<file path="config.mk">
export PLATFORM = sky130hd
export DESIGN_NAME = isb_core
export DESIGN_NICKNAME = d
export VERILOG_FILES = /design/src/core/isb_pkg.sv /design/src/core/isb_baud.sv /design/src/core/isb_core.sv
export SDC_FILE = /design/constraint.sdc
export NUM_CORES = 1
export LEC_CHECK = 0
export ABC_CLOCK_PERIOD_IN_PS = 2000
export CAP_MARGIN = 15
export CORE_UTILIZATION = 30
export DETAILED_ROUTE_END_ITERATION = 6
export DONT_BUFFER_PORTS = 1
export HOLD_SLACK_MARGIN = 0.02
export PLACE_DENSITY = 0.55
export SYNTH_ARGS = -nofsm -noshare
export SYNTH_HDL_FRONTEND = slang
export SYNTH_SLANG_ARGS = --single-unit
</file>
<file path="constraint.sdc">
create_clock -name ref_clk -period 2 [get_ports ref_clk]
set_input_delay 0.4 -clock ref_clk [delete_from_list [all_inputs] [get_ports ref_clk]]
set_output_delay 0.4 -clock ref_clk [all_outputs]
set_load 0.1 [all_outputs]
</file>
<file path="src/core/isb_pkg.sv">
// Shared constants, state encodings and state record for the I2C status/enable/baud block
package isb_pkg;

  // ****************************************
  // Sizes
  // ****************************************
  localparam int BRG_W = 9;

  // ****************************************
  // Register byte offsets
  // ****************************************
  localparam logic [7:0] A_CTRL = 8'h00;
  localparam logic [7:0] A_STAT = 8'h04;
  localparam logic [7:0] A_TXB  = 8'h08;
  localparam logic [7:0] A_RXB  = 8'h0c;
  localparam logic [7:0] A_BRG  = 8'h10;
  localparam logic [7:0] A_OWN  = 8'h14;

  // ****************************************
  // Field positions
  // ****************************************
  localparam int CT_EN    = 15;
  localparam int CT_GCEN  = 7;
  localparam int CT_ACKDT = 5;
  localparam int CT_ACKEN = 4;
  localparam int CT_RCEN  = 3;
  localparam int CT_PEN   = 2;
  localparam int CT_RSEN  = 1;
  localparam int CT_SEN   = 0;
  localparam int ST_ACK   = 15;
  localparam int ST_TRS   = 14;
  localparam int ST_BCL   = 10;
  localparam int ST_GC    = 9;
  localparam int ST_IWCOL = 7;
  localparam int ST_OV    = 6;
  localparam int ST_DA    = 5;
  localparam int ST_STOP  = 4;
  localparam int ST_START = 3;
  localparam int ST_RW    = 2;
  localparam int ST_RBF   = 1;
  localparam int ST_TBF   = 0;

  // ****************************************
  // Masks and values after reset
  // ****************************************
  localparam logic [15:0] CTRL_WMASK = 16'hbfff;
  localparam logic [15:0] STAT_CMASK = 16'h04c0;
  localparam logic [15:0] CTRL_RST   = 16'h0000;
  localparam logic [15:0] STAT_RST   = 16'h0000;
  localparam logic [BRG_W-1:0] BRG_RST = 9'h000;
  localparam logic [6:0] OWN_RST     = 7'h00;
  localparam logic [7:0] GC_ADDR     = 8'h00;

  // ****************************************
  // State encodings
  // ****************************************
  typedef enum logic [3:0] {
    M_IDLE  = 4'h0, M_STA_A = 4'h1, M_STA_B = 4'h2, M_RST_A = 4'h3,
    M_RST_B = 4'h4, M_STP_A = 4'h5, M_STP_B = 4'h6, M_STP_C = 4'h7,
    M_BIT_L = 4'h8, M_BIT_H = 4'h9
  } isb_mst_t;

  typedef enum logic [1:0] {
    K_TX = 2'h0, K_RX = 2'h1, K_ACK = 2'h2
  } isb_kind_t;

  typedef struct packed {
    logic [1:0]       scl_sy;
    logic [1:0]       sda_sy;
    logic             scl_d;
    logic             sda_d;
    logic [15:0]      ctrl;
    logic [15:0]      stat;
    logic [7:0]       txb;
    logic [7:0]       rxb;
    logic [BRG_W-1:0] brg;
    logic [6:0]       own;
    isb_mst_t         m_st;
    isb_kind_t        m_kind;
    logic [3:0]       m_cnt;
    logic [7:0]       m_sh;
    logic             m_scl_lo;
    logic             m_sda_lo;
    logic             m_tx_go;
    logic             s_act;
    logic             s_addr;
    logic             s_tx;
    logic [3:0]       s_cnt;
    logic [7:0]       s_sh;
    logic             s_lo;
    logic             wb_ack;
    logic [31:0]      wb_dat;
    logic             mirq;
    logic             sirq;
    logic             scl_oe;
    logic             sda_oe;
    logic             pins_own;
    logic             pin_lvl;
  } isb_state_t;

endpackage : isb_pkg

</file>
<file path="src/core/isb_baud.sv">
// Baud interval generator: loads the reload value, counts down to zero and stops
`timescale 1ns/100ps
module isb_baud #(
  parameter int BRG_W = isb_pkg::BRG_W
) (
  // Clock and reset
  input  wire logic             ref_clk,
  input  wire logic             arst_n,
  // Control
  input  wire logic             load,
  input  wire logic [BRG_W-1:0] reload_val,
  // Status
  output logic                  cnt_zero
);

  logic [BRG_W-1:0] cnt_reg;
  logic [BRG_W-1:0] cnt_next;

  // One decrement per clock; an instruction cycle is two clocks
  always_comb begin
    cnt_next = cnt_reg;
    if (load) begin
      cnt_next = reload_val;
    end else if (cnt_reg != '0) begin
      cnt_next = cnt_reg - 1'b1;
    end
  end

  always_ff @(posedge ref_clk or negedge arst_n) begin
    if (!arst_n) begin
      cnt_reg <= '0;
    end else begin
      cnt_reg <= cnt_next;
    end
  end

  // Not gated by load: the master loads on this flag, so gating would close a loop
  assign cnt_zero = (cnt_reg == '0);

endmodule : isb_baud

</file>
<file path="src/core/isb_core.sv">
// I2C master/slave core with status flags, enable handling and baud timing
//
// Added by the designer: the register addresses and the Wishbone slave port.
`timescale 1ns/100ps
// Notes on behaviour
// stop-seen flag updates on each start or stop; set when stop was last.
// start-seen flag updates on each start or stop; set when start was last.
// slave stores direction bit of the received address byte.
// receive-full flag sets when a byte lands in the receive buffer.
// reading the receive buffer clears the receive-full flag.
// writing the transmit buffer sets the transmit-full flag.
// transmit-full flag clears when eight bits have shifted out.
// the enable bit turns on master and slave logic together.
// on enable both bus lines are released, bus idle.
// master stays idle until software requests a master event.
// enabled slave watches for start then matching address to begin.
// while enabled the block owns line direction and level.
// separate master and slave event requests go to the system.
// master request on start, stop, restart, byte, ack done, collision.
// slave request on address match, transmit request, byte received.
// baud counter loads reload value, counts to zero, then stops.
// baud counter decrements twice per instruction cycle.
// baud counter reloads at restart; while clock stretched, when SCL seen high.
// software must never program a zero baud reload value.
// as master, one SCL period is two baud intervals, low and high.
// software derives the reload value from clock and bus rates.
// while disabled, all engines stay idle and lines are released.
module isb_core (
  // Clock and reset
  input  wire logic        ref_clk,
  input  wire logic        arst_n,
  // Wishbone slave
  input  wire logic        wb_cyc_i,
  input  wire logic        wb_stb_i,
  input  wire logic        wb_we_i,
  input  wire logic [7:0]  wb_adr_i,
  input  wire logic [3:0]  wb_sel_i,
  input  wire logic [31:0] wb_dat_i,
  output logic [31:0]      wb_dat_o,
  output logic             wb_ack_o,
  // Bus lines
  input  wire logic        scl_i,
  output logic             scl_o,
  output logic             scl_oe,
  input  wire logic        sda_i,
  output logic             sda_o,
  output logic             sda_oe,
  // System side
  output logic             pins_owned,
  output logic             master_event_irq,
  output logic             slave_event_irq
);

  isb_pkg::isb_state_t r;
  isb_pkg::isb_state_t n;
  logic                bload;
  logic                bzero;

  // Level to drive low for one master bit slot
  function automatic logic m_drv(input isb_pkg::isb_kind_t k, input logic [3:0] c,
                                 input logic [7:0] sh, input logic ackdt);
    logic v;
    v = 1'b0;
    if (k == isb_pkg::K_TX && c < 4'h8) begin
      v = ~sh[7];
    end else if (k == isb_pkg::K_ACK) begin
      v = ~ackdt;
    end
    return v;
  endfunction : m_drv

  isb_baud #(
    .BRG_W (isb_pkg::BRG_W)
  ) u_baud (
    .ref_clk    (ref_clk),
    .arst_n     (arst_n),
    .load       (bload),
    .reload_val (r.brg),
    .cnt_zero   (bzero)
  );

  always_comb begin
    logic        en;
    logic        req;
    logic [15:0] wm;
    logic        m_busy;
    logic        scl_s;
    logic        sda_s;
    logic        st_det;
    logic        sp_det;
    logic        dv;
    logic [7:0]  dvb;
    logic        done;
    logic [7:0]  sh;
    n      = r;
    bload  = 1'b0;
    dv     = 1'b0;
    dvb    = 8'h00;
    done   = 1'b0;
    sh     = r.m_sh;
    n.mirq = 1'b0;
    n.sirq = 1'b0;
    en     = r.ctrl[isb_pkg::CT_EN];
    // ****************************************
    // Line synchronisers and condition detect
    // ****************************************
    n.scl_sy = {r.scl_sy[0], scl_i};
    n.sda_sy = {r.sda_sy[0], sda_i};
    scl_s    = r.scl_sy[1];
    sda_s    = r.sda_sy[1];
    n.scl_d  = scl_s;
    n.sda_d  = sda_s;
    st_det   = r.sda_d & ~sda_s & scl_s & r.scl_d;
    sp_det   = ~r.sda_d & sda_s & scl_s & r.scl_d;
    m_busy   = (r.m_st != isb_pkg::M_IDLE) || r.m_tx_go || (r.ctrl[4:0] != 5'h00);

    // ****************************************
    // Register bus: software effects come first so hardware sets win
    // ****************************************
    req      = wb_cyc_i & wb_stb_i & ~r.wb_ack;
    n.wb_ack = req;
    wm       = {{8{wb_sel_i[1]}}, {8{wb_sel_i[0]}}};
    if (req) begin
      case (wb_adr_i)
        isb_pkg::A_CTRL: n.wb_dat = {16'h0000, r.ctrl};
        isb_pkg::A_STAT: n.wb_dat = {16'h0000, r.stat};
        isb_pkg::A_TXB:  n.wb_dat = {24'h000000, r.txb};
        isb_pkg::A_RXB:  n.wb_dat = {24'h000000, r.rxb};
        isb_pkg::A_BRG:  n.wb_dat = 32'(r.brg);
        isb_pkg::A_OWN:  n.wb_dat = {25'h0000000, r.own};
        default:         n.wb_dat = 32'h00000000;
      endcase
      if (wb_we_i) begin
        case (wb_adr_i)
          isb_pkg::A_CTRL: begin
            wm = wm & isb_pkg::CTRL_WMASK;
            // Event bits are locked while the master is busy: no queueing
            if (m_busy) begin
              wm[4:0] = 5'h00;
            end
            n.ctrl = (r.ctrl & ~wm) | (wb_dat_i[15:0] & wm);
          end
          isb_pkg::A_STAT: n.stat = r.stat & ~(isb_pkg::STAT_CMASK & wm & ~wb_dat_i[15:0]);
          isb_pkg::A_TXB: begin
            if (wb_sel_i[0]) begin
              if (r.stat[isb_pkg::ST_TBF] || r.m_st != isb_pkg::M_IDLE) begin
                n.stat[isb_pkg::ST_IWCOL] = 1'b1;
              end else begin
                n.txb = wb_dat_i[7:0];
                n.stat[isb_pkg::ST_TBF] = 1'b1;
                n.m_tx_go = ~(r.s_act & r.stat[isb_pkg::ST_RW]);
              end
            end
          end
          isb_pkg::A_BRG: begin
            if (wb_sel_i[0]) begin
              n.brg[7:0] = wb_dat_i[7:0];
            end
            if (wb_sel_i[1]) begin
              n.brg[isb_pkg::BRG_W-1:8] = wb_dat_i[isb_pkg::BRG_W-1:8];
            end
          end
          isb_pkg::A_OWN: begin
            if (wb_sel_i[0]) begin
              n.own = wb_dat_i[6:0];
            end
          end
          default: n.wb_dat = 32'h00000000;
        endcase
      end else if (wb_adr_i == isb_pkg::A_RXB) begin
        n.stat[isb_pkg::ST_RBF] = 1'b0;
      end
    end

    // ****************************************
    // Master engine
    // ****************************************
    if (en) begin
      case (r.m_st)
        isb_pkg::M_IDLE: begin
          if (r.ctrl[isb_pkg::CT_SEN]) begin
            n.m_st = isb_pkg::M_STA_A;
            bload  = 1'b1;
          end else if (r.ctrl[isb_pkg::CT_RSEN]) begin
            n.m_sda_lo = 1'b0;
            n.m_st     = isb_pkg::M_RST_A;
            bload      = 1'b1;
          end else if (r.ctrl[isb_pkg::CT_PEN]) begin
            n.m_sda_lo = 1'b1;
            n.m_st     = isb_pkg::M_STP_A;
            bload      = 1'b1;
          end else if (r.ctrl[isb_pkg::CT_RCEN] || r.ctrl[isb_pkg::CT_ACKEN] || r.m_tx_go) begin
            if (r.ctrl[isb_pkg::CT_RCEN]) begin
              n.m_kind = isb_pkg::K_RX;
            end else if (r.ctrl[isb_pkg::CT_ACKEN]) begin
              n.m_kind = isb_pkg::K_ACK;
            end else begin
              n.m_kind  = isb_pkg::K_TX;
              n.m_sh    = r.txb;
              n.m_tx_go = 1'b0;
              n.stat[isb_pkg::ST_TRS] = 1'b1;
            end
            n.m_cnt    = 4'h0;
            n.m_scl_lo = 1'b1;
            n.m_sda_lo = m_drv(n.m_kind, 4'h0, n.m_sh, r.ctrl[isb_pkg::CT_ACKDT]);
            n.m_st     = isb_pkg::M_BIT_L;
            bload      = 1'b1;
          end
        end
        isb_pkg::M_STA_A: begin
          if (bzero) begin
            n.m_sda_lo = 1'b1;
            n.m_st     = isb_pkg::M_STA_B;
            bload      = 1'b1;
          end
        end
        isb_pkg::M_STA_B: begin
          if (bzero) begin
            n.m_scl_lo = 1'b1;
            n.ctrl[isb_pkg::CT_SEN]  = 1'b0;
            n.ctrl[isb_pkg::CT_RSEN] = 1'b0;
            n.mirq = 1'b1;
            n.m_st = isb_pkg::M_IDLE;
          end
        end
        isb_pkg::M_RST_A: begin
          if (bzero) begin
            n.m_scl_lo = 1'b0;
            n.m_st     = isb_pkg::M_RST_B;
            bload      = 1'b1;
          end
        end
        isb_pkg::M_RST_B: begin
          if (!scl_s) begin
            bload = 1'b1;
          end else if (bzero) begin
            n.m_sda_lo = 1'b1;
            n.m_st     = isb_pkg::M_STA_B;
            bload      = 1'b1;
          end
        end
        isb_pkg::M_STP_A: begin
          if (bzero) begin
            n.m_scl_lo = 1'b0;
            n.m_st     = isb_pkg::M_STP_B;
            bload      = 1'b1;
          end
        end
        isb_pkg::M_STP_B: begin
          if (!scl_s) begin
            bload = 1'b1;
          end else if (bzero) begin
            n.m_sda_lo = 1'b0;
            n.m_st     = isb_pkg::M_STP_C;
            bload      = 1'b1;
          end
        end
        isb_pkg::M_STP_C: begin
          if (bzero) begin
            n.ctrl[isb_pkg::CT_PEN] = 1'b0;
            n.mirq = 1'b1;
            n.m_st = isb_pkg::M_IDLE;
          end
        end
        isb_pkg::M_BIT_L: begin
          if (bzero) begin
            n.m_scl_lo = 1'b0;
            n.m_st     = isb_pkg::M_BIT_H;
            bload      = 1'b1;
          end
        end
        isb_pkg::M_BIT_H: begin
          if (!scl_s) begin
            bload = 1'b1;
          end else if (r.m_kind == isb_pkg::K_TX && r.m_cnt < 4'h8 && !r.m_sda_lo && !sda_s) begin
            // Another master holds SDA low: back off and release both lines
            n.stat[isb_pkg::ST_BCL] = 1'b1;
            n.stat[isb_pkg::ST_TRS] = 1'b0;
            n.stat[isb_pkg::ST_TBF] = 1'b0;
            n.m_scl_lo = 1'b0;
            n.m_sda_lo = 1'b0;
            n.mirq     = 1'b1;
            n.m_st     = isb_pkg::M_IDLE;
          end else if (bzero) begin
            n.m_scl_lo = 1'b1;
            n.m_cnt    = r.m_cnt + 4'h1;
            case (r.m_kind)
              isb_pkg::K_TX: begin
                sh = {r.m_sh[6:0], 1'b0};
                if (r.m_cnt == 4'h7) begin
                  n.stat[isb_pkg::ST_TBF] = 1'b0;
                end
                if (r.m_cnt == 4'h8) begin
                  n.stat[isb_pkg::ST_ACK] = sda_s;
                  n.stat[isb_pkg::ST_TRS] = 1'b0;
                  done = 1'b1;
                end
              end
              isb_pkg::K_RX: begin
                sh = {r.m_sh[6:0], sda_s};
                if (r.m_cnt == 4'h7) begin
                  n.ctrl[isb_pkg::CT_RCEN] = 1'b0;
                  dv   = 1'b1;
                  dvb  = sh;
                  done = 1'b1;
                end
              end
              default: begin
                n.ctrl[isb_pkg::CT_ACKEN] = 1'b0;
                done = 1'b1;
              end
            endcase
            n.m_sh = sh;
            if (done) begin
              n.m_sda_lo = 1'b0;
              n.mirq     = 1'b1;
              n.m_st     = isb_pkg::M_IDLE;
            end else begin
              n.m_sda_lo = m_drv(r.m_kind, n.m_cnt, sh, r.ctrl[isb_pkg::CT_ACKDT]);
              n.m_st     = isb_pkg::M_BIT_L;
              bload      = 1'b1;
            end
          end
        end
        default: n.m_st = isb_pkg::M_IDLE;
      endcase

      // ****************************************
      // Slave engine
      // ****************************************
      if (st_det) begin
        n.stat[isb_pkg::ST_START] = 1'b1;
        n.stat[isb_pkg::ST_STOP]  = 1'b0;
        n.s_act  = 1'b1;
        n.s_addr = 1'b1;
        n.s_tx   = 1'b0;
        n.s_cnt  = 4'hf; // Wraps to zero at the start's own SCL fall
        n.s_lo   = 1'b0;
      end else if (sp_det) begin
        n.stat[isb_pkg::ST_STOP]  = 1'b1;
        n.stat[isb_pkg::ST_START] = 1'b0;
        n.stat[isb_pkg::ST_GC]    = 1'b0;
        n.s_act = 1'b0;
        n.s_tx  = 1'b0;
        n.s_lo  = 1'b0;
      end else if (r.s_act && scl_s && !r.scl_d) begin
        if (r.s_cnt < 4'h8 && !r.s_tx) begin
          n.s_sh = {r.s_sh[6:0], sda_s};
        end else if (r.s_cnt == 4'h8 && r.s_tx && sda_s) begin
          // Master refused the byte: transmission ends here
          n.s_act = 1'b0;
          n.s_tx  = 1'b0;
        end
      end else if (r.s_act && !scl_s && r.scl_d) begin
        if (r.s_cnt == 4'h7) begin
          n.s_cnt = 4'h8;
          if (r.s_tx) begin
            n.s_lo = 1'b0;
            n.stat[isb_pkg::ST_TBF] = 1'b0;
          end else if (r.s_addr) begin
            if (r.s_sh[7:1] == r.own ||
                (r.ctrl[isb_pkg::CT_GCEN] && r.s_sh == isb_pkg::GC_ADDR)) begin
              n.s_lo = 1'b1;
              n.stat[isb_pkg::ST_RW] = r.s_sh[0];
              n.stat[isb_pkg::ST_DA] = 1'b0;
              n.stat[isb_pkg::ST_GC] = (r.s_sh == isb_pkg::GC_ADDR);
              n.sirq = 1'b1;
              dv     = 1'b1;
              dvb    = r.s_sh;
            end else begin
              n.s_act = 1'b0;
            end
          end else begin
            n.s_lo = 1'b1;
            n.stat[isb_pkg::ST_DA] = 1'b1;
            n.sirq = 1'b1;
            dv     = 1'b1;
            dvb    = r.s_sh;
          end
        end else if (r.s_cnt == 4'h8) begin
          n.s_cnt  = 4'h0;
          n.s_addr = 1'b0;
          n.s_lo   = 1'b0;
          if (r.stat[isb_pkg::ST_RW] && (r.s_addr || r.s_tx)) begin
            n.s_tx = 1'b1;
            n.s_sh = r.txb;
            n.s_lo = ~r.txb[7];
            n.sirq = r.s_tx;
          end
        end else begin
          n.s_cnt = r.s_cnt + 4'h1;
          if (r.s_tx) begin
            n.s_sh = {r.s_sh[6:0], 1'b0};
            n.s_lo = ~r.s_sh[6];
          end
        end
      end

      // Received byte into the holding buffer, or overflow if still full
      if (dv) begin
        if (n.stat[isb_pkg::ST_RBF]) begin
          n.stat[isb_pkg::ST_OV] = 1'b1;
        end else begin
          n.rxb = dvb;
          n.stat[isb_pkg::ST_RBF] = 1'b1;
        end
      end
    end else begin
      // Disabled: engines held idle, baud counter kept loaded
      n.m_st     = isb_pkg::M_IDLE;
      n.m_scl_lo = 1'b0;
      n.m_sda_lo = 1'b0;
      n.m_tx_go  = 1'b0;
      n.s_act    = 1'b0;
      n.s_tx     = 1'b0;
      n.s_lo     = 1'b0;
      bload      = 1'b1;
    end

    // ****************************************
    // Pin ownership and drive
    // ****************************************
    n.pins_own = n.ctrl[isb_pkg::CT_EN];
    n.scl_oe   = n.pins_own & n.m_scl_lo & en;
    n.sda_oe   = n.pins_own & (n.m_sda_lo | n.s_lo) & en;
    n.pin_lvl  = 1'b0;
  end

  always_ff @(posedge ref_clk or negedge arst_n) begin
    if (!arst_n) begin
      r <= '0;
    end else begin
      r <= n;
    end
  end

  assign wb_dat_o         = r.wb_dat;
  assign wb_ack_o         = r.wb_ack;
  assign scl_o            = r.pin_lvl;
  assign sda_o            = r.pin_lvl;
  assign scl_oe           = r.scl_oe;
  assign sda_oe           = r.sda_oe;
  assign pins_owned       = r.pins_own;
  assign master_event_irq = r.mirq;
  assign slave_event_irq  = r.sirq;

endmodule : isb_core

</file>
Yosys cells after proc, flatten, opt, wreduce, memory -nomap -nowiden
Index checks and enable logic that the tools add are counted.
{"block": "totals", "register_bits": 154, "output_inout_bits": 40, "input_bits": 51, "elab_cells": 476}
{"block": "classes", "n_bitwise": 38, "addsub": 3, "n_mux": 272, "n_eq_ne": 61, "order_cmp": 3, "reduce_logical": 63}
{"cell": "$mux 8", "n": 32}
{"cell": "$mux 1", "n": 151}
{"cell": "$pmux 16 s6", "n": 1}
{"cell": "$mux 13", "n": 6}
{"cell": "$mux 4", "n": 19}
{"cell": "$mux 32", "n": 2}
{"cell": "$mux 9", "n": 7}
{"cell": "$mux 2", "n": 25}
{"cell": "$and 16x16->16", "n": 3}
{"cell": "$not 16->16", "n": 3}
{"cell": "$mux 40", "n": 1}
{"cell": "$pmux 4 s9", "n": 1}
{"cell": "$mux 16", "n": 2}
{"cell": "$mux 30", "n": 1}
{"cell": "$mux 14", "n": 2}
{"cell": "$ne 3x3->1 const B", "n": 9}
{"cell": "$ne 2x2->1 const B", "n": 13}
{"cell": "$eq 4x3->1 const B", "n": 6}
{"cell": "$mux 12", "n": 2}
{"cell": "$pmux 12 s2", "n": 1}
{"cell": "$mux 21", "n": 1}
{"cell": "$mux 7", "n": 3}
{"cell": "$mux 5", "n": 4}
{"cell": "$ne 5x1->1 const B", "n": 4}
{"cell": "other kinds (57)", "n": 141}

Longest topological paths before layout
Gate-level depths: netlist (run 1).
{"block": "depth", "word_depth": 26, "ltp_mapped": 9, "depth_no_buf": 7}

By module
A second synthesis (run 1) with hierarchy kept.
{"block": "hier_totals", "hier_cells": 740, "hier_area_um2": 7302.0}
{"module": "isb_core", "cells_per_inst": 683, "seq_area_each_um2": 3052.9, "area_each_um2": 6767.7, "n_inst": 1}
{"module": "isb_baud", "cells_per_inst": 57, "seq_area_each_um2": 225.2, "area_each_um2": 534.3, "n_inst": 1}

Worst setup path before layout (run 1)
No wires, ideal clock.
{"block": "synth_timing", "path_kind": "register to register", "from": "register r, in the netlist wb_ack_o", "to": "register r[93] (netlist bit)", "n_path_buf": 0, "setup_ps": 125, "stages_incl_launch_ff": 7, "synth_period_minus_slack_ps": 2599, "setup_slack_ps": -599, "required_time_ps": 1875, "arrival_ps": 2474, "path_cell_list": "dfrtp_1 nand3b_1 inv_1 a41o_1 nor4b_2 a31oi_2 mux2_2"}
{"block": "synth_between", "elab_chain_cells": 5}
{"item": "from (decl)", "line_no": "isb_core.sv:54", "rtl": "isb_pkg::isb_state_t r;"}
{"item": "from (signal assigned)", "line_no": "isb_core.sv:433", "rtl": "r <= n;"}
{"item": "$not 1->1", "line_no": "isb_core.sv:120", "rtl": "req = wb_cyc_i & wb_stb_i & ~r.wb_ack;"}
{"item": "$and 1x1->1", "line_no": "isb_core.sv:120"}
{"item": "$mux 40", "line_no": "isb_core.sv:123", "rtl": "if (req) begin"}
{"item": "$not 1->1 (no line)"}
{"item": "$reduce_and 3->1 (no line)"}
Every way passes these cells.
A chain may end at the register's enable or synchronous reset.

Worst setup path after layout (run 1)
{"block": "layout_timing", "from": "register u_baud.cnt_reg[1]", "to": "register r[98] (netlist bit)"}
{"block": "layout_between", "elab_chain_cells": 15, "word_cells_on_any_way": 27, "classes_between": "25 x mux; 2 x reduce/logical"}
{"item": "from (decl)", "line_no": "isb_baud.sv:16", "rtl": "logic [BRG_W-1:0] cnt_reg;"}
{"item": "from (signal assigned)", "line_no": "isb_baud.sv:33", "rtl": "cnt_reg <= cnt_next;"}
{"item": "$logic_not 9->1 *", "line_no": "isb_baud.sv:38", "rtl": "assign cnt_zero = (cnt_reg == '0);"}
{"item": "$mux 1", "line_no": "isb_core.sv:284", "rtl": "end else if (bzero) begin"}
{"item": "$mux 1", "line_no": "isb_core.sv:275", "rtl": "end else if (r.m_kind == isb_pkg::K_TX && r.m_cnt < 4'h8 && !r.m_sda_lo && !sda_s) begin"}
{"item": "$mux 1", "line_no": "isb_core.sv:273", "rtl": "if (!scl_s) begin"}
{"item": "$mux 1", "line_no": "isb_core.sv:179", "rtl": "case (r.m_st)"}
{"item": "$mux 1", "line_no": "isb_core.sv:361", "rtl": "if (r.s_sh[7:1] == r.own ||"}
{"item": "$mux 1", "line_no": "isb_core.sv:360", "rtl": "end else if (r.s_addr) begin"}
{"item": "$mux 1", "line_no": "isb_core.sv:357", "rtl": "if (r.s_tx) begin"}
{"item": "$mux 1", "line_no": "isb_core.sv:355", "rtl": "if (r.s_cnt == 4'h7) begin"}
{"item": "$mux 1", "line_no": "isb_core.sv:354", "rtl": "end else if (r.s_act && !scl_s && r.scl_d) begin"}
{"item": "$mux 1", "line_no": "isb_core.sv:346", "rtl": "end else if (r.s_act && scl_s && !r.scl_d) begin"}
{"item": "$mux 1", "line_no": "isb_core.sv:339", "rtl": "end else if (sp_det) begin"}
{"item": "$mux 1", "line_no": "isb_core.sv:331", "rtl": "if (st_det) begin"}
{"item": "$mux 1", "line_no": "isb_core.sv:178", "rtl": "if (en) begin"}
{"item": "$reduce_and 3->1 (no line)"}
Mark *: on every way between the ends. The rest lies on a longest branch, timed or not. The select of a mux whose other input is x is not followed.

==> flow_metrics.env, run 1 <==
export IMPL_status="complete, but fails checks"
export IMPL_violated_checks="negative hold slack, negative setup slack"
export IMPL_min_path_type="in2async"
export IMPL_clk_root_buffer_cell="sky130_fd_sc_hd__clkbuf_16"
export IMPL_timing_rr_end="r[98]"
export IMPL_post_layout_total_power_mw=6.29
export IMPL_insertedDiodeCount=0
export IMPL_buffer_ports_inserted=0
export IMPL_post_synth_top_area_cell="sky130_fd_sc_hd__dfrtp_1"
export IMPL_grt_pass1_vias=6268
export IMPL_synth_ff_latch_count=131
export IMPL_dr_total_vias=6454
export IMPL_start_util_pct=30.9
export IMPL_drt_iter0_markers=493
export IMPL_core_area_um2=24600
export IMPL_cts_tree="built"
export IMPL_post_synth_edffs=0
export IMPL_drtAntennaViolNets=0
export IMPL_critical_path_peak_fanout=8
export IMPL_timing_critical_path_required_ns=2.31
export IMPL_min_period_over_period_pct=104
export IMPL_syn_area_um2=7600
export IMPL_synthMostInstantiatedCell="sky130_fd_sc_hd__dfrtp_1"
export IMPL_yosysSeqAreaShare_pct=43.1
export IMPL_place_gp_congestion=0.852
export IMPL_synth_top_cell_area_share_pct=43.1
export IMPL_internal_power_mw=4.48
export IMPL_clock_sinks=131
export IMPL_chipWidth_um=161
export IMPL_remaining_drc_errors=0
export IMPL_max_cap_violations=0
export IMPL_yosys_top_cells_area="sky130_fd_sc_hd__dfrtp_1 43%, sky130_fd_sc_hd__mux2_2 8.6%, sky130_fd_sc_hd__buf_4 3.5%"
export IMPL_clockPowerShare_pct=49.0
export IMPL_timing_critical_path_from_type="flop"
export IMPL_die_footprint_um2=26000
export IMPL_layout_drive_gt1_share_pct=38.8
export IMPL_design_portCount=91
export IMPL_swShare_pct=28.9
export IMPL_grt_start_max_net_pins=132
export IMPL_grt_use_total_pct=18.0
export IMPL_unique_cell_type_count_in_the_yosys_netlist=86
export IMPL_clock_latency_ns=0.43
export IMPL_reg2reg_from="u_baud.cnt_reg[1]"
export IMPL_synthesis_area_per_instance_um2=10.1
export IMPL_cell_chain_critical_path="inv_2 -> ha_4 -> nor4b_4 -> buf_4 -> nand2_4 -> buf_12 -> nor4b_4 -> a31oi_4 -> buf_12 -> mux2_4"
export IMPL_post_route_clock_skew_ns=0.00844
export IMPL_postRouteWirelength_um=23100
export IMPL_die_h_um=161
export IMPL_power_share_combinational_pct=8.0
export IMPL_grt_antenna_before_repair=0
export IMPL_cts_hold_buffers=2
export IMPL_synth_top_cells_by_count="131 x sky130_fd_sc_hd__dfrtp_1, 58 x sky130_fd_sc_hd__mux2_2, 57 x sky130_fd_sc_hd__nand2_1, 46 x sky130_fd_sc_hd__nor2_1"
export IMPL_crit_path_top_delay_cell="sky130_fd_sc_hd__dfrtp_1"
export IMPL_netlist_instances=753
export IMPL_reg_to_reg_setup_timing_slack_ns=-0.08
export IMPL_area_growth_from_synthesis_to_layout_pct=31.8
export IMPL_postLayoutSetupSlackWorst_ns=-0.0764
export IMPL_timing_final_hold_violations=131
export IMPL_tightestPinTransition_ns=0.703
export IMPL_worst_ir_drop_on_vdd_uv=548
export IMPL_synth_yosys_warnings=0
export IMPL_ctsHtreeMaxLevel=4
export IMPL_finalMaxSlewViolations=0
export IMPL_drtPass1Iterations=6
export IMPL_min_period_ns=2.08
export IMPL_power_switching_mw=1.82
export IMPL_static_leakage_power_nw=4.60
export IMPL_slew_limit_headroom_pct=52.8
export IMPL_via_per_inst=5.26
export IMPL_report_final_setup_viol=16
export IMPL_sequentialPowerShare_pct=43.0
export IMPL_synth_main_ff_cell="sky130_fd_sc_hd__dfrtp_1"
export IMPL_fin_nets=947
export IMPL_post_drt_wl_per_cell_um=18.8
export IMPL_crit_arrival_ns=2.39
export IMPL_worstSetupPathType="reg2reg"
export IMPL_cts_reportedPaths_clkPinSlew_ns=0.07
export IMPL_max_clock_path_buffers=2
export IMPL_final_hold_worst_slack_ns=-0.319
export IMPL_power_density_cell_area_nw_per_um2=628
export IMPL_totalNegativeSetupSlack_ns=-0.750
export IMPL_grt_first_pass_wirelength_um=35900
export IMPL_ff2ff_path_depth=10
export IMPL_timing_critical_path_slowest_cell_delay_ns=0.38
export IMPL_placementRows=57
export IMPL_grt_remaining_overflow=0
export IMPL_end_kind="flop"
export IMPL_tritoncts_num_buffers=17
export IMPL_timing_fmax_mhz=482
export IMPL_flip_flop_count_of_the_largest_register_all_copies_and_words_added=88
export IMPL_dpl_wire_length_um=16900
export IMPL_ys_async_sr_fraction_pct=100
export IMPL_grt_setup_unrepaired="true"
how the worst max path moves through the flow:
stage	startpoint	to	slack [ns]	depth (start not counted)
after floorplan	wb_ack_o	r[93]	-0.09	6
after global placement	r[67]	u_baud.cnt_reg[0]	-0.20	7
after detailed placement	r[66]	u_baud.cnt_reg[0]	-0.22	6
after CTS	r[67]	r[98]	-0.08	8
after global routing	r[67]	r[98]	-0.15	8
final	u_baud.cnt_reg[1]	r[98]	-0.08	10
through the flow:
stage	std cells	worst slack [ns]	area (um^2)	hold WS (ns)	utilization (%)
6_report	1227	-0.0764	10000	-0.319	40.7
3_3_place_gp	1175	-0.203	8910	0.117	36.2
2_1_floorplan	770	-0.0938	7720	0.104	-
3_5_place_dp	1175	-0.224	8910	0.118	36.2
5_1_grt	1227	-0.147	10000	-0.335	40.7
4_1_cts	1220	-0.0775	9700	-0.339	39.4
per-layer routing:
| metal | routed length (um) | GRT usage [%] |
|---|---|---|
| met4 | 516 | 6.26 |
| met2 | 10500 | 27.8 |
| met1 | 10800 | 24.8 |
| met3 | 1300 | 3.98 |
| met5 | 0 | 0 |
what timing repair did:
item                                    4_1_cts  5_1_grt
buffers inserted                             11        8
gates resized for setup                      26       57
pin swaps                                     9       10
hold endpoints to repair                    133      131
gates cloned                                  1        0
endpoints found under the setup margin       32       54
placed cells by master, fill, tap and decap left out, types with 6 or more instances in the layout:
master,count
sky130_fd_sc_hd__buf_4,163
sky130_fd_sc_hd__a21o_1,11
sky130_fd_sc_hd__clkbuf_16,17
sky130_fd_sc_hd__mux2_4,18
sky130_fd_sc_hd__buf_6,8
sky130_fd_sc_hd__dfrtp_1,126
sky130_fd_sc_hd__a22oi_1,21
sky130_fd_sc_hd__nand2_1,55
sky130_fd_sc_hd__inv_6,8
sky130_fd_sc_hd__a221oi_1,6
sky130_fd_sc_hd__a22o_1,11
sky130_fd_sc_hd__o31ai_1,7
sky130_fd_sc_hd__mux2_2,48
sky130_fd_sc_hd__nor4_4,6
sky130_fd_sc_hd__nor3_1,8
sky130_fd_sc_hd__and3_1,10
sky130_fd_sc_hd__conb_1,18
sky130_fd_sc_hd__nand3_1,14
sky130_fd_sc_hd__a21oi_1,30
sky130_fd_sc_hd__nand3b_1,7
sky130_fd_sc_hd__a31oi_1,13
sky130_fd_sc_hd__a32o_1,10
sky130_fd_sc_hd__mux2i_1,7
sky130_fd_sc_hd__nor2b_1,10
sky130_fd_sc_hd__o21ai_0,34
sky130_fd_sc_hd__xor2_1,11
sky130_fd_sc_hd__inv_1,18
sky130_fd_sc_hd__nor2_1,44
cell families after synthesis:
family | count (synthesis) | synth area share (%)
fa+ha+maj | 6 | 0.988
buf+inv | 100 | 7.13
mux | 73 | 10.7
flops | 131 | 43.1
compound gates | 203 | 19.2
other cells | 1 | 0.0494
xor+xnor | 16 | 1.84
simple gates | 223 | 17.0
worst max-delay path, delay by kind of cell, from the launching register on:
| kind | cells | cell delay [ns] |
|---|---|---|
| flops | 1 | 0.38 |
| mux | 1 | 0.29 |
| simple gates | 3 | 0.54 |
| buf+inv | 4 | 0.55 |
| fa+ha+maj | 1 | 0.12 |
| compound gates | 1 | 0.06 |
power by group through the flow:
stage | registers, mW | logic [mW] | clock network, mW
after floorplan | 2.75 | 0.412 | 0
after global placement | 2.75 | 0.472 | 0
after detailed placement | 2.75 | 0.473 | 0
after CTS | 2.70 | 0.488 | 3.14
after global routing | 2.70 | 0.530 | 3.26
final | 2.70 | 0.504 | 3.08
final cells by class:
cell class | instances | area [um^2]
Clock buffer | 17 | 425
Clock inverter | 15 | 156
Fill cell | 2402 | 14600
Inverter | 22 | 82.6
Multi-Input combinational cell | 540 | 4230
Sequential cell | 131 | 3290
Tap cell | 324 | 405
Timing Repair Buffer | 178 | 1430
Note: power is estimated with default switching activity, not from simulation.
==> inputs of run 2 (changes only) <==
Settings changed: GPL_TIMING_DRIVEN from default to 0.
==> flow_metrics.env, run 2 (synthesized netlist as in run 1, its figures left out) <==
export IMPL_status="complete, but fails checks"
export IMPL_violated_checks="negative hold slack, negative setup slack"
export IMPL_clock_latency_ns=0.43
export IMPL_grt_remaining_overflow=0
export IMPL_timing_critical_path_required_ns=2.31
export IMPL_post_drt_wl_per_cell_um=20.0
export IMPL_timing_fmax_mhz=458
export IMPL_critical_path_peak_fanout=5
export IMPL_dr_total_vias=6590
export IMPL_via_per_inst=5.45
export IMPL_insertedDiodeCount=0
export IMPL_placementRows=57
export IMPL_chipWidth_um=161
export IMPL_clock_sinks=131
export IMPL_slew_limit_headroom_pct=40.7
export IMPL_min_path_type="in2async"
export IMPL_remaining_drc_errors=0
export IMPL_min_period_ns=2.18
export IMPL_mostFrequentLayoutCells="123 x sky130_fd_sc_hd__dfrtp_1, 103 x sky130_fd_sc_hd__buf_4, 47 x sky130_fd_sc_hd__nand2_1, 41 x sky130_fd_sc_hd__nor2_1, 36 x sky130_fd_sc_hd__mux2_2"
export IMPL_timing_critical_path_slowest_cell_delay_ns=0.43
export IMPL_route_met3_wl_um=1420
export IMPL_tightestPinTransition_ns=0.890
export IMPL_fin_nets=929
export IMPL_drtAntennaViolNets=0
export IMPL_max_cap_violations=0
export IMPL_die_h_um=161
export IMPL_cts_hold_buffers=2
export IMPL_finalMaxSlewViolations=0
export IMPL_grt_pass1_vias=6449
export IMPL_max_clock_path_buffers=2
export IMPL_postRouteWirelength_um=24200
export IMPL_tritoncts_num_buffers=17
export IMPL_final_hold_worst_slack_ns=-0.320
export IMPL_grt_use_total_pct=18.7
export IMPL_grt_start_max_net_pins=132
export IMPL_grt_first_pass_wirelength_um=37300
export IMPL_static_leakage_power_nw=4.61
export IMPL_end_kind="flop"
export IMPL_worst_ir_drop_on_vdd_uv=388
export IMPL_ff2ff_path_depth=7
export IMPL_crit_arrival_ns=2.50
export IMPL_die_footprint_um2=26000
export IMPL_report_final_setup_viol=49
export IMPL_preCtsSetupSlack_ns=-0.726
export IMPL_clk_root_buffer_cell="sky130_fd_sc_hd__clkbuf_16"
export IMPL_routed_top_layer="met4"
export IMPL_detail_route_wirelength_met1_um=10700
export IMPL_cts_reportedPaths_clkPinSlew_ns=0.06
export IMPL_post_route_clock_skew_ns=0.00961
export IMPL_drt_iter0_markers=529
export IMPL_final_area_um2=10400
export IMPL_min_period_over_period_pct=109
export IMPL_timing_final_hold_violations=131
export IMPL_met2WireLength_um=11500
export IMPL_area_growth_from_synthesis_to_layout_pct=36.3
export IMPL_postLayoutSetupSlackWorst_ns=-0.185
export IMPL_cell_chain_critical_path="nor4_4 -> buf_4 -> nand2_8 -> and2_4 -> o31a_1 -> buf_6 -> mux2_4"
export IMPL_place_gp_congestion=0.850
export IMPL_grt_setup_unrepaired="true"
export IMPL_worstSetupPathType="reg2reg"
export IMPL_totalNegativeSetupSlack_ns=-4.83
export IMPL_grt_antenna_before_repair=0
export IMPL_post_dp_cell_area_um2=8130
export IMPL_buffer_ports_inserted=0
export IMPL_start_util_pct=30.9
export IMPL_postLayoutCoreUtil_pct=42.1
export IMPL_flip_flop_count_of_the_largest_register_all_copies_and_words_added=88
export IMPL_core_area_um2=24600
export IMPL_post_layout_nonfiller_instances=1209
export IMPL_power_density_cell_area_nw_per_um2=614
export IMPL_layout_cells_most_common="sky130_fd_sc_hd__dfrtp_1"
export IMPL_design_portCount=91
export IMPL_numPlacedInstances=1094
export IMPL_layout_drive_gt1_share_pct=42.5
export IMPL_ctsHtreeMaxLevel=4
export IMPL_drtPass1Iterations=5
export IMPL_dpl_wire_length_um=16300
export IMPL_cts_tree="built"
export IMPL_timing_critical_path_from_type="flop"
export IMPL_crit_path_top_delay_cell="sky130_fd_sc_hd__dfrtp_1"
-- run 2: changes by cell type in the layout (fill, tap and decap cells not counted), moves of 7 or more --
cell	change
sky130_fd_sc_hd__buf_6	+19
sky130_fd_sc_hd__mux2_2	-12
sky130_fd_sc_hd__a21oi_2	+7
sky130_fd_sc_hd__buf_4	-60
sky130_fd_sc_hd__mux2_4	+12
sky130_fd_sc_hd__buf_2	+7
sky130_fd_sc_hd__a21oi_1	-7
sky130_fd_sc_hd__nand2_1	-8
-- run 2: through the flow --
| step | hold WS (ns) | total power, mW |
|---|---|---|
| floorplan | 0.104 | 3.16 |
| global placement | 0.109 | 3.21 |
| detailed placement | 0.109 | 3.21 |
| CTS | -0.348 | 6.37 |
| global route | -0.337 | 6.56 |
| finish | -0.320 | 6.36 |
-- run 2: area by class of cell --
cell class | instances | area, um^2
clock buffer | 19 | 453
clock inverter | 13 | 126
fill | 2353 | 14200
inverter | 22 | 82.6
multi-input combinational | 539 | 4650
tap | 324 | 405
sequential | 131 | 3290
buffer | 67 | 508
timing repair buffer | 94 | 841
-- run 2: power breakdown --
part	internal, mW	switching, mW	leakage, nW	total [mW]
clock	1.80	1.29	0.278	3.09
sequential	2.68	0.0343	1.77	2.71
combinational	0.167	0.386	2.56	0.553
total	4.64	1.72	4.61	6.36
-- run 2: critical path: cells and delay by family, from the launching register on --
| kind | cells | cell delay (ns) |
|---|---|---|
| DFF | 1 | 0.43 |
| and+or+nand+nor | 3 | 0.62 |
| AOI/OAI and AO/OA | 1 | 0.34 |
| muxes | 1 | 0.29 |
| buffers and inverters | 2 | 0.38 |
-- run 2: what timing repair did --
item,in CTS,in global routing
gates cloned,1,1
setup buffers,62,30
endpoints found under the hold margin,133,131
resized for setup,145,92
endpoints found under the setup margin,108,72
pin swaps,31,40
-- run 2: worst paths after layout --
check / startpoint / end / slack, ns
max: u_baud.cnt_reg[5] / u_baud.cnt_reg[7] / -0.18
min: arst_n / sda_oe / -0.32
max reg2reg: u_baud.cnt_reg[5] / u_baud.cnt_reg[7] / -0.18
min reg2reg: n[145] / n[141] / 0.35
max in group asynchronous: arst_n / wb_ack_o / 2.01
min in group ref_clk: wb_dat_i[2] / r[102] / 0.12
-- run 2: metal layers --
layer / up-vias / GRT usage, %
li1: 2999 / -
met2: 255 / 29.6
met4: 0 / 7.55
met5: - / 0
met3: 45 / 4.03
met1: 3291 / 24.9
